File: config.mk
export PLATFORM = sky130hd
export DESIGN_NAME = valley_switch_digital_control
export DESIGN_NICKNAME = d
export VERILOG_FILES = /design/src/cycle_timer.v /design/src/sync_two_ff.v /design/src/valley_switch_digital_control.v
export VERILOG_INCLUDE_DIRS = /design/src /design/src/src
export SDC_FILE = /design/constraint.sdc
export NUM_CORES = 1
export LEC_CHECK = 0
export BUFFER_PORTS_ARGS = -buffer_cell sky130_fd_sc_hd__buf_2
export CAP_MARGIN = 15
export CORE_MARGIN = 3
export CORE_UTILIZATION = 41
export CTS_CLUSTER_DIAMETER = 60
export DETAILED_ROUTE_END_ITERATION = 8
export HOLD_SLACK_MARGIN = 0.06
export PLACE_DENSITY = 0.64
export RECOVER_POWER = 25
export REMOVE_ABC_BUFFERS = 1
export SYNTH_ARGS = -nofsm -noshare
export SYNTH_HDL_FRONTEND = slang
export SYNTH_SLANG_ARGS = --single-unit
File: constraint.sdc
create_clock -name clk -period 3.5 [get_ports clk]
set_clock_uncertainty 0.15 [all_clocks]
set_input_delay 0 -clock clk [delete_from_list [all_inputs] [get_ports clk]]
set_output_delay 0 -clock clk [all_outputs]
set_load 0.05 [all_outputs]
File: src/valley_switch_map.vh
// Purpose: timing counts and encodings of the valley-switch control core
// Assumes: 20 MHz clock, 50 ns period
// Notes: times in their own units, cycle counts derived from them
`ifndef VALLEY_SWITCH_MAP_VH
`define VALLEY_SWITCH_MAP_VH

`define CLK_HZ 20000000
`define SOFT_START_MS 12
`define SOFT_START_STEPS 4
`define SLOW_PERIOD_MS 48
`define SOFT_STEP_CYCLES ((`CLK_HZ / 1000) * `SOFT_START_MS / `SOFT_START_STEPS)
`define SLOW_PERIOD_CYCLES ((`CLK_HZ / 1000) * `SLOW_PERIOD_MS)
`define SHORT_RING_NS 2500
`define LONG_RING_NS 25000
`define SHORT_RING_CYCLES ((`SHORT_RING_NS * 20) / 1000)
`define LONG_RING_CYCLES ((`LONG_RING_NS * 20) / 1000)
`define MAX_OFF_US 50
`define MAX_OFF_CYCLES ((`MAX_OFF_US * `CLK_HZ) / 1000000)
`define OVP_BLANK_US 10
`define OVP_BLANK_CYCLES ((`OVP_BLANK_US * `CLK_HZ) / 1000000)
`define UPDN_MIN 3'h1
`define UPDN_MAX 3'h7
`define VALLEY_MAX 3'h7
`define LIMIT_STEP0 2'h0
`define LIMIT_FULL 2'h3

`endif

File: src/cycle_timer.v
// Purpose: down-counting one-shot timer with load and done flag
// Assumes: load has priority over counting
// Notes: done is high while the count is zero
`timescale 1ns/1ps
`default_nettype none
module cycle_timer #(
  parameter WIDTH = 24
) (
  // clock and reset
  input wire clk,
  input wire sys_rst,
  // control
  input wire load,
  input wire [WIDTH-1:0] loadValue,
  output wire done
);
  reg [WIDTH-1:0] count;

  always @(posedge clk) begin
    if (sys_rst) begin
      count <= {WIDTH{1'b0}};
    end else if (load) begin
      count <= loadValue;
    end else if (count != {WIDTH{1'b0}}) begin
      count <= count - {{(WIDTH-1){1'b0}}, 1'b1};
    end
  end

  assign done = (count == {WIDTH{1'b0}});
endmodule // cycle_timer
`default_nettype wire

File: src/sync_two_ff.v
// Purpose: two flip-flop synchroniser for one comparator level
// Assumes: input asynchronous to clk
// Notes: first stage is read by the second stage only
`timescale 1ns/1ps
`default_nettype none
module sync_two_ff (
  // clock and reset
  input wire clk,
  input wire sys_rst,
  // level
  input wire asyncIn,
  output reg syncOut
);
  reg stage1;

  always @(posedge clk) begin
    if (sys_rst) begin
      stage1 <= 1'b0;
      syncOut <= 1'b0;
    end else begin
      stage1 <= asyncIn;
      syncOut <= stage1;
    end
  end
endmodule // sync_two_ff
`default_nettype wire

File: src/valley_switch_digital_control.v
// Purpose: digital core of a quasi-resonant flyback controller
// Assumes: comparator outputs asynchronous; sys_rst is the supply power-on reset
// Notes: peak limit is a step index, the analog side maps it to a voltage
// Function
// (RULE1) above turn-on threshold, stop startup charging and begin soft-start switching
// (RULE2) soft-start is time based, 12 ms total, four equal steps
// (RULE3) peak limit steps from 0.32 V up to 1 V unless limited elsewhere
// (RULE4) turn-on decided digitally; turn-off by analog current comparison
// (RULE5) up/down value picks which valley after demagnetisation turns on
// (RULE6) feedback compared to three thresholds; counter updated each 48 ms end
// (RULE7) always below low threshold: count up by one, saturate at 7
// (RULE8) above low but never above high: hold value
// (RULE9) above high but never reset threshold: count down, saturate at 1
// (RULE10) above reset threshold: force counter to 1
// (RULE11) counter stays within 1 to 7; out-of-range steps ignored
// (RULE12) counter starts at 1 after start-up
// (RULE13) low and high thresholds adjusted by line voltage level
// (RULE14) valley counter holds 0 to 7, saturating
// (RULE15) each falling valley crossing after turn-off increments valley counter
// (RULE16) valley counter cleared whenever gate drive goes high
// (RULE17) over-voltage on valley pin in off-time latches off after blanking
// (RULE18) ring suppression long if valley pin below select threshold, else short
// (RULE19) no turn-on while ring suppression runs
// (RULE20) after suppression, turn on when valley count reaches up/down value
// (RULE21) turn on anyway after maximum off interval
// (RULE22) per-period threshold indicators cleared after each update
// (RULE23) slow period and soft-start steps from a reset prescaler
// (RULE24) over-voltage latch persists until power-on reset, gate held low
`timescale 1ns/1ps
`default_nettype none
`include "valley_switch_map.vh"
module valley_switch_digital_control #(
  parameter SOFT_STEP_CYCLES = `SOFT_STEP_CYCLES,
  parameter SLOW_PERIOD_CYCLES = `SLOW_PERIOD_CYCLES,
  parameter SHORT_RING_CYCLES = `SHORT_RING_CYCLES,
  parameter LONG_RING_CYCLES = `LONG_RING_CYCLES,
  parameter MAX_OFF_CYCLES = `MAX_OFF_CYCLES,
  parameter OVP_BLANK_CYCLES = `OVP_BLANK_CYCLES
) (
  // clock and reset
  input wire clk,
  input wire sys_rst,
  // supply comparator
  input wire supplyAboveTurnOn,
  // feedback comparators
  input wire feedbackAboveLow,
  input wire feedbackAboveHigh,
  input wire feedbackAboveReset,
  // valley detect pin comparators
  input wire valleyBelowCrossing,
  input wire valleyAboveOvervoltage,
  input wire valleyBelowRingSelect,
  // current sense comparator, turn-off request
  input wire currentAboveFeedback,
  // line level, selects threshold set for the feedback comparators
  input wire lineHigh,
  // outputs
  output reg gateDrive,
  output reg startupChargeEnable,
  output reg [1:0] peakLimitStep,
  output reg softStartDone,
  output reg [2:0] upDownCount,
  output reg [2:0] valleyCount,
  output reg thresholdSetHigh,
  output reg latchedOff
);
  // ----------------------------------------------------------------
  // input synchronisers
  // ----------------------------------------------------------------
  wire [7:0] rawIn;
  wire [7:0] syncIn;
  assign rawIn = {lineHigh, currentAboveFeedback, valleyBelowRingSelect,
    valleyAboveOvervoltage, valleyBelowCrossing, feedbackAboveReset,
    feedbackAboveHigh, feedbackAboveLow};

  genvar g;
  generate
    for (g = 0; g < 8; g = g + 1) begin : gSync
      sync_two_ff uSync (
        .clk(clk),
        .sys_rst(sys_rst),
        .asyncIn(rawIn[g]),
        .syncOut(syncIn[g])
      );
    end
  endgenerate

  wire fbLow = syncIn[0];
  wire fbHigh = syncIn[1];
  wire fbReset = syncIn[2];
  wire zcBelow = syncIn[3];
  wire zcOvp = syncIn[4];
  wire zcRingLow = syncIn[5];
  wire csTrip = syncIn[6];
  wire lineSel = syncIn[7];

  reg supplyMeta;
  reg supplyOk;
  always @(posedge clk) begin
    if (sys_rst) begin
      supplyMeta <= 1'b0;
      supplyOk <= 1'b0;
    end else begin
      supplyMeta <= supplyAboveTurnOn;
      supplyOk <= supplyMeta;
    end
  end

  // ----------------------------------------------------------------
  // state
  // ----------------------------------------------------------------
  localparam ST_IDLE = 2'h0;
  localparam ST_ON = 2'h1;
  localparam ST_OFF = 2'h2;
  localparam ST_LATCH = 2'h3;

  reg [1:0] state;
  reg running;
  reg zcBelowPrev;
  reg sawLow;
  reg sawHigh;
  reg sawReset;
  reg ringLoad;
  reg [23:0] ringLoadValue;
  reg offLoad;
  reg ovpLoad;
  reg ovpArmed;
  reg [23:0] slowCount;
  reg [23:0] stepCount;

  wire ringDone;
  wire offDone;
  wire ovpDone;

  cycle_timer #(.WIDTH(24)) uRingTimer (
    .clk(clk),
    .sys_rst(sys_rst),
    .load(ringLoad),
    .loadValue(ringLoadValue),
    .done(ringDone)
  );

  cycle_timer #(.WIDTH(24)) uOffTimer (
    .clk(clk),
    .sys_rst(sys_rst),
    .load(offLoad),
    .loadValue(MAX_OFF_CYCLES[23:0]),
    .done(offDone)
  );

  cycle_timer #(.WIDTH(24)) uOvpTimer (
    .clk(clk),
    .sys_rst(sys_rst),
    .load(ovpLoad),
    .loadValue(OVP_BLANK_CYCLES[23:0]),
    .done(ovpDone)
  );

  // ----------------------------------------------------------------
  // startup and prescaler
  // ----------------------------------------------------------------
  wire slowTick = running && (slowCount == SLOW_PERIOD_CYCLES[23:0] - 24'h1);
  wire stepTick = running && !softStartDone
    && (stepCount == SOFT_STEP_CYCLES[23:0] - 24'h1);

  always @(posedge clk) begin
    if (sys_rst) begin
      running <= 1'b0;
      startupChargeEnable <= 1'b1;
      slowCount <= 24'h0;
      stepCount <= 24'h0;
      peakLimitStep <= `LIMIT_STEP0;
      softStartDone <= 1'b0;
    end else begin
      if (supplyOk && !running) begin
        running <= 1'b1; // [RULE1]
        startupChargeEnable <= 1'b0; // [RULE1]
      end
      if (running) begin
        slowCount <= slowTick ? 24'h0 : slowCount + 24'h1; // [RULE23]
        if (!softStartDone) begin
          stepCount <= stepTick ? 24'h0 : stepCount + 24'h1; // [RULE23]
        end
      end
      if (stepTick) begin
        // step 0 is the lowest limit, step 3 the full limit
        if (peakLimitStep == `LIMIT_FULL) begin
          softStartDone <= 1'b1; // [RULE2]
        end else begin
          peakLimitStep <= peakLimitStep + 2'h1; // [RULE2] [RULE3]
        end
      end
    end
  end

  // ----------------------------------------------------------------
  // up/down counter on the slow period
  // ----------------------------------------------------------------
  always @(posedge clk) begin
    if (sys_rst) begin
      upDownCount <= `UPDN_MIN; // [RULE12]
      sawLow <= 1'b0;
      sawHigh <= 1'b0;
      sawReset <= 1'b0;
      thresholdSetHigh <= 1'b0;
    end else begin
      thresholdSetHigh <= lineSel; // [RULE13]
      if (fbReset) begin
        upDownCount <= `UPDN_MIN; // [RULE10]
      end else if (slowTick) begin
        if (sawReset) begin
          upDownCount <= `UPDN_MIN; // [RULE10]
        end else if (sawHigh || fbHigh) begin
          if (upDownCount != `UPDN_MIN) begin
            upDownCount <= upDownCount - 3'h1; // [RULE9] [RULE11]
          end
        end else if (!(sawLow || fbLow)) begin
          if (upDownCount != `UPDN_MAX) begin
            upDownCount <= upDownCount + 3'h1; // [RULE7] [RULE11]
          end
        end
        // otherwise held [RULE8]
      end
      if (slowTick) begin
        // cleared after the decision above has used them [RULE22]
        sawLow <= 1'b0;
        sawHigh <= 1'b0;
        sawReset <= 1'b0;
      end else if (running) begin
        sawLow <= sawLow | fbLow; // [RULE6]
        sawHigh <= sawHigh | fbHigh; // [RULE6]
        sawReset <= sawReset | fbReset; // [RULE6]
      end
    end
  end

  // ----------------------------------------------------------------
  // gate drive state machine
  // ----------------------------------------------------------------
  wire zcFall = zcBelow && !zcBelowPrev;
  wire valleyReached = (valleyCount >= upDownCount);

  always @(posedge clk) begin
    if (sys_rst) begin
      state <= ST_IDLE;
      gateDrive <= 1'b0;
      valleyCount <= 3'h0;
      zcBelowPrev <= 1'b0;
      latchedOff <= 1'b0;
      ringLoad <= 1'b0;
      ringLoadValue <= 24'h0;
      offLoad <= 1'b0;
      ovpLoad <= 1'b0;
      ovpArmed <= 1'b0;
    end else begin
      zcBelowPrev <= zcBelow;
      ringLoad <= 1'b0;
      offLoad <= 1'b0;
      ovpLoad <= 1'b0;
      case (state)
        ST_IDLE: begin
          gateDrive <= 1'b0;
          if (running) begin
            state <= ST_ON; // [RULE1]
            gateDrive <= 1'b1;
            valleyCount <= 3'h0; // [RULE16]
          end
        end
        ST_ON: begin
          if (csTrip) begin
            gateDrive <= 1'b0; // [RULE4]
            state <= ST_OFF;
            ringLoad <= 1'b1;
            ringLoadValue <= zcRingLow ? LONG_RING_CYCLES[23:0]
              : SHORT_RING_CYCLES[23:0]; // [RULE18]
            offLoad <= 1'b1;
            ovpArmed <= 1'b0;
          end
        end
        ST_OFF: begin
          if (zcFall && valleyCount != `VALLEY_MAX) begin
            valleyCount <= valleyCount + 3'h1; // [RULE14] [RULE15]
          end
          if (zcOvp && !ovpArmed) begin
            ovpArmed <= 1'b1;
            ovpLoad <= 1'b1;
          end
          if (ovpArmed && ovpDone && !ovpLoad) begin
            state <= ST_LATCH; // [RULE17]
          end else if (!ringLoad && ringDone && (valleyReached || offDone)) begin
            // [RULE19] [RULE20] [RULE21] [RULE5]
            gateDrive <= 1'b1;
            valleyCount <= 3'h0; // [RULE16]
            state <= ST_ON;
          end
        end
        ST_LATCH: begin
          gateDrive <= 1'b0; // [RULE24]
          latchedOff <= 1'b1; // [RULE24]
        end
        default: begin
          state <= ST_IDLE;
          gateDrive <= 1'b0;
        end
      endcase
    end
  end
endmodule // valley_switch_digital_control
`default_nettype wire

==> results of run 1 <==
==> placed cells by master (no fill, tap or decap), types with 5 or more instances in the layout <==
| cell | count |
|---|---|
| xor2_1 | 48 |
| nand4b_1 | 5 |
| nor4_1 | 25 |
| nand2_1 | 50 |
| nor2b_1 | 24 |
| clkbuf_16 | 17 |
| clkbuf_1 | 18 |
| a21oi_1 | 48 |
| nand2b_1 | 10 |
| and3_1 | 7 |
| nor3_1 | 30 |
| mux2i_1 | 6 |
| buf_4 | 6 |
| ha_1 | 21 |
| nand4_1 | 17 |
| buf_2 | 9 |
| xnor2_1 | 51 |
| nand3_1 | 26 |
| clkbuf_8 | 5 |
| dlygate4sd3_1 | 18 |
| or4_1 | 15 |
| or3_1 | 22 |
| o21ai_0 | 18 |
| inv_1 | 22 |
| nor2_1 | 140 |
| dfxtp_1 | 164 |
==> logic make-up (layout without fill, tap and decap cells) <==
group / after synthesis / in the layout / share of synthesized area
AND/OR/NAND/NOR: 396 / 396 / 0.281
flip-flops: 164 / 164 / 0.457
XOR/XNOR: 99 / 99 / 0.121
AO/OA/AOI/OAI: 86 / 86 / 0.0696
buffers and inverters: 47 / 104 / 0.0249
adder cells (fa/ha/maj): 21 / 21 / 0.0366
multiplexers: 7 / 7 / 0.00994
==> power by group <==
| part | internal (mW) | total (mW) | leakage [nW] | switching, mW |
|---|---|---|---|---|
| Sequential | 2.22 | 2.55 | 1.34 | 0.327 |
| Combinational | 1.00 | 2.28 | 1.47 | 1.28 |
| Clock | 1.07 | 1.77 | 0.282 | 0.705 |
==> tightest hold or removal path, cell delays in order <==
cell and delay, ns:
dlygate4sd3_1 0.53, buf_2 0.11, nor2b_1 0.13
==> path summary, 6_finish.rpt <==
path | to | cells after the start | slack [ns] | startpoint
worst min-delay path | gSync[3].uSync.stage1 | 3 | 0.27 | valleyBelowCrossing
worst max register to register | valleyCount[2] | 8 | 0.35 | uRingTimer.count[0]
worst min register to register | gSync[7].uSync.syncOut | 1 | 0.28 | gSync[7].uSync.stage1
worst max-delay path | valleyCount[2] | 8 | 0.35 | uRingTimer.count[0]
==> layout make-up <==
class                      instances  area (µm²)
clock buffer                      24         502
clock inverter                     8        73.8
fill                            1607        8610
inverter                          23        86.3
multi-input combinational        609        3710
sequential                       164        3280
tap                              220         275
timing repair buffer              49         330
==> cells in the mapped netlist, drive strengths merged (10+ instances only) <==
master	instances	area (µm²)
ha	21	263
nand2b	10	62.6
inv	22	82.6
or3	22	138
xor2	48	420
or4	16	124
nand4	17	106
a21oi	48	240
nand2	50	188
clkbuf	21	78.8
nor3	30	150
nor4	25	156
o21ai	19	95.1
xnor2	51	447
nor2b	24	150
nand3	26	130
nor2	140	526
dfxtp	164	3280
==> layer usage <==
layer | track usage | vias up | routed length, µm
met5 | 0 | - | 0
met2 | 0.230 | 54 | 5770
li1 | - | 2925 | -
met3 | 0.0338 | 19 | 350
met4 | 0.0530 | 0 | 224
met1 | 0.196 | 2442 | 6940
==> flip-flops by register name, summed over array words and instances, names as in the netlist, 2 cells and up <==
register             count
gSync.uSync.stage1       8
gSync.uSync.syncOut      8
peakLimitStep            2
ringLoadValue            3
slowCount               24
state                    2
stepCount               24
uOffTimer.count         24
uOvpTimer.count         24
uRingTimer.count        24
upDownCount              3
valleyCount              3
==> out/metrics.cfg, run 1 <==
[status]
outcome=complete, but fails checks
violations=capacitance limit, slew limit

[synthesis]
synthesis.area_mm2=0.00718
ys_ff_latch=164
synthArstFlopShare=0
netlist_instances=820
yosysWarnings=0
seq_area_frac_synth=0.457
syn_avg_cell_area_um2=8.75
synth_cell_type_count=51
synth-edff-count=0
ys.flop_type=dfxtp_1

[placed_design]
gp_congestion=0.772
place_ws_ns=0.454
post_dp_cell_area_mm2=0.00753
dp_hpwl_um=9060
port_buffers=23
placedCellCount=1047

[finish]
fin_area_mm2=0.00827
syn_to_final_growth_pct=15.2
final_nets=896
drive_gt1_frac=0.0604
utilization=0.490
final_cell_count_no_fill=1097
diodes=0

[worst_setup_path]
path_class=flip-flop to flip-flop
crit_slowest_cell=or4b_2
worstPathArrival_ns=3.21
critPathCaptureType=flip-flop
critical_path.top_delay_family=simple AND/OR/NAND/NOR gates
critical_path_buf_inv_count=1
cp_slowest_stage_delay_ns=0.57
path_cells=inv_1 > ha_1 > or4b_2 > or4_1 > or2_0 > o41a_1 > nor2_1 > nor3_1
crit_path_start_kind=flip-flop
path_max_fanout=6
required_ns=3.55

[sta]
fin_crit_sh=0.901
max_freq_mhz=317
slew_violations=52
final.min_clock_period_ns=3.15
fin_ws_ns=0.348
hold_violations=0
worstMarginPinSlew_ns=2.26
rsz0062_at_grt=no
whs_ns=0.267
slew_headroom=-0.507
setup_tns_ns=0
finalSetupViolations=0

[clock_tree]
htree_levels=4
post_cts_resized=0
cts-buffers-inserted=17
root_buffer=clkbuf_16
clock_path_buffers=2
cts_tree=yes
cts.sinks=164
postCtsHoldBufs=18
postCtsSetupBuffers=0
insertion_delay_ns=0.42
clkSlewWorstSetupHoldPaths_ns=0.06

[die]
ios=24
die_h_um=138
initial_core_util=0.425
die-area_mm2=0.0191
fp.dieW_um=138
coreArea_mm2=0.0169
row_count=47

[global_route]
grt_pass1_vias=5222
grt_overflow=0
antenna_found_initial=0
grt_max_degree=52
grt_usage=0.146
grt_pass1_wl_um=24000

[run]
maxCapViolCount=1

[pwr]
p_leak_nw=3.09
fin_total_pwr_mw=6.60
ir_drop_v=0.000389
power_density_mw_per_mm2=798

[route]
wire_per_inst_um=12.1
drc=0
first_pass_iters=4
drt_iter0_drc=249
ant_nets=0
vias_per_cell=4.96
vias=5440
routed_wl_um=13300

[worst_hold_path]
hold_path_class=input pin to flip-flop

(Power assumes the default switching activity.)
==> run 2, diff against run 1 <==
CORE_UTILIZATION = 35   (was 41)
CTS_CLUSTER_SIZE = 30   (was not set)
PLACE_DENSITY = 0.57   (was 0.64)
==> run 2 against run 1 <==
The run still ends with capacitance limit, slew limit left. Final cell count rose by 3.9%. Via count up 0.37%. Fmax decreased by 1.0%. Die area increased by 16%. Total power rose by 3.4%. Setup slack got worse by 0.033 ns. Non-clock buffer count shrank 2. Wire length is 3.5% higher.
==> out/metrics.cfg, run 2 (same netlist as run 1, synthesis figures left out) <==
[worst_setup_path]
crit_start=uRingTimer.count[0]
critPathCaptureType=flip-flop
required_ns=3.56  ; about the same
crit_path_start_kind=flip-flop
timing.rr.end=valleyCount[0]
worstPathArrival_ns=3.24  ; +0.03 ns
path_class=flip-flop to flip-flop
r2r_start=uRingTimer.count[0]
path_max_fanout=6  ; unchanged
reg2reg_slack_ns=0.32  ; -0.03 ns
r2r_cells=8  ; unchanged

[finish]
final_cell_count_no_fill=1140  ; +3.9%
final_common_cell=dfxtp_1
diodes=0  ; unchanged
fin_area_mm2=0.00836  ; +1.1%
mostFrequentLayoutCells=164 x dfxtp_1, 140 x nor2_1, 51 x xnor2_1
drive_gt1_frac=0.0617  ; +0.00128
syn_to_final_growth_pct=16.5
final_nets=894  ; -0.22%

[sta]
max_freq_mhz=314  ; -1.0%
hold_violations=0  ; unchanged
final.min_clock_period_ns=3.18  ; +0.0328 ns
setup_tns_ns=0  ; unchanged
finalSetupViolations=0  ; unchanged
worstMarginPinSlew_ns=2.27  ; +0.00727 ns
slew_headroom=-0.512  ; -0.00484
rsz0062_at_grt=no
fin_crit_sh=0.910  ; +0.00938
slew_violations=52  ; unchanged

[pwr]
ir_drop_v=0.000394  ; +1.3%
power_density_mw_per_mm2=817  ; +2.3%
p_leak_nw=3.10  ; +0.19%

[route]
ant_nets=0  ; unchanged
drc=0  ; unchanged
vias=5460  ; +0.37%
wire_per_inst_um=12.1  ; -0.42%
routed_wl_um=13700  ; +3.5%
first_pass_iters=5  ; +1
vias_per_cell=4.79  ; -3.4%
drt_iter0_drc=220  ; -12%

[status]
outcome=complete, but fails checks
violations=capacitance limit, slew limit

[global_route]
antenna_found_initial=0  ; unchanged
grt_pass1_wl_um=24100  ; about the same
grt_overflow=0  ; unchanged
grt_usage=0.130  ; -0.0160
grt_pass1_vias=5188  ; -0.65%
grt_max_degree=52  ; unchanged

[die]
initial_core_util=0.363  ; -0.0624
ios=24  ; unchanged
fp.dieW_um=149  ; +7.9%
coreArea_mm2=0.0198  ; +17%
die_h_um=149  ; +7.9%
die-area_mm2=0.0223  ; +16%
row_count=51  ; +8.5%

[clock_tree]
clock_path_buffers=2  ; unchanged
cts_tree=yes
insertion_delay_ns=0.42  ; about the same
root_buffer=clkbuf_16
htree_levels=4  ; unchanged
clkSlewWorstSetupHoldPaths_ns=0.07  ; about the same
postCtsSetupBuffers=0  ; unchanged
cts.sinks=164  ; unchanged
cts-buffers-inserted=17  ; unchanged
postCtsHoldBufs=16  ; -2
post_cts_resized=0  ; unchanged

[worst_hold_path]
hold_path_class=input pin to flip-flop
hold_depth=3  ; unchanged
min_from=valleyBelowCrossing
whs_endpoint=gSync[3].uSync.stage1

[placed_design]
placedCellCount=1092  ; +4.3%
gp_congestion=0.735  ; -4.8%
dp_hpwl_um=9320  ; +2.9%
port_buffers=23  ; unchanged
post_dp_cell_area_mm2=0.00759  ; +0.75%

[run]
maxCapViolCount=1  ; unchanged

[run 2: layout make-up]
type                    instances  area (µm²)
well taps                     265         332
clock buffers                  18         429
flip-flops and latches        164        3280
clock inverters                14         203
repair buffers                 47         310
inverters                      23        86.3
fillers                      1987       11400
multi-input cells             609        3710
[run 2: critical path, stage by stage (launching register included)]
cell and delay [ns]:
dfxtp_1 0.32, inv_1 0.11, ha_1 0.15, or4b_2 0.56, or4_1 0.49, or2_0 0.42, o41a_1 0.51, nor2_1 0.19
nor3_1 0.07
[run 2: per-stage QoR]
step	setup WS [ns]	power [mW]	util	hold WS, ns
global route	0.130	7.36	0.423	0.251
detailed placement	0.401	4.86	0.384	0.0641
finish	0.315	6.83	0.423	0.219
global placement	0.473	4.84	0.384	0.0577
floorplan	0.662	4.37	-	-0.0809
CTS	0.392	6.90	0.424	0.216
[run 2: how the worst max path moves through the flow]
stage / end / slack [ns] / cells after the start
after floorplan: gateDrive / 0.66 / 8
after global placement: valleyCount[0] / 0.47 / 8
after detailed placement: valleyCount[0] / 0.40 / 8
after CTS: valleyCount[0] / 0.39 / 8
after global routing: valleyCount[1] / 0.13 / 8
final: valleyCount[0] / 0.32 / 8
[run 2: per-layer routing]
metal  up-vias  global-route usage  routed length (µm)
met3        16              0.0261                 282
met4         0              0.0508                 223
met2        44               0.203                6100
met1      2487               0.178                7140
li1       2913                   -                   -
met5         -                   0                   0
[run 2: where the power goes]
group,switching [mW],internal (mW),leakage (nW),total [mW]
clock,0.767,1.20,0.299,1.97
sequential,0.322,2.22,1.34,2.54
combinational,1.30,1.01,1.46,2.31
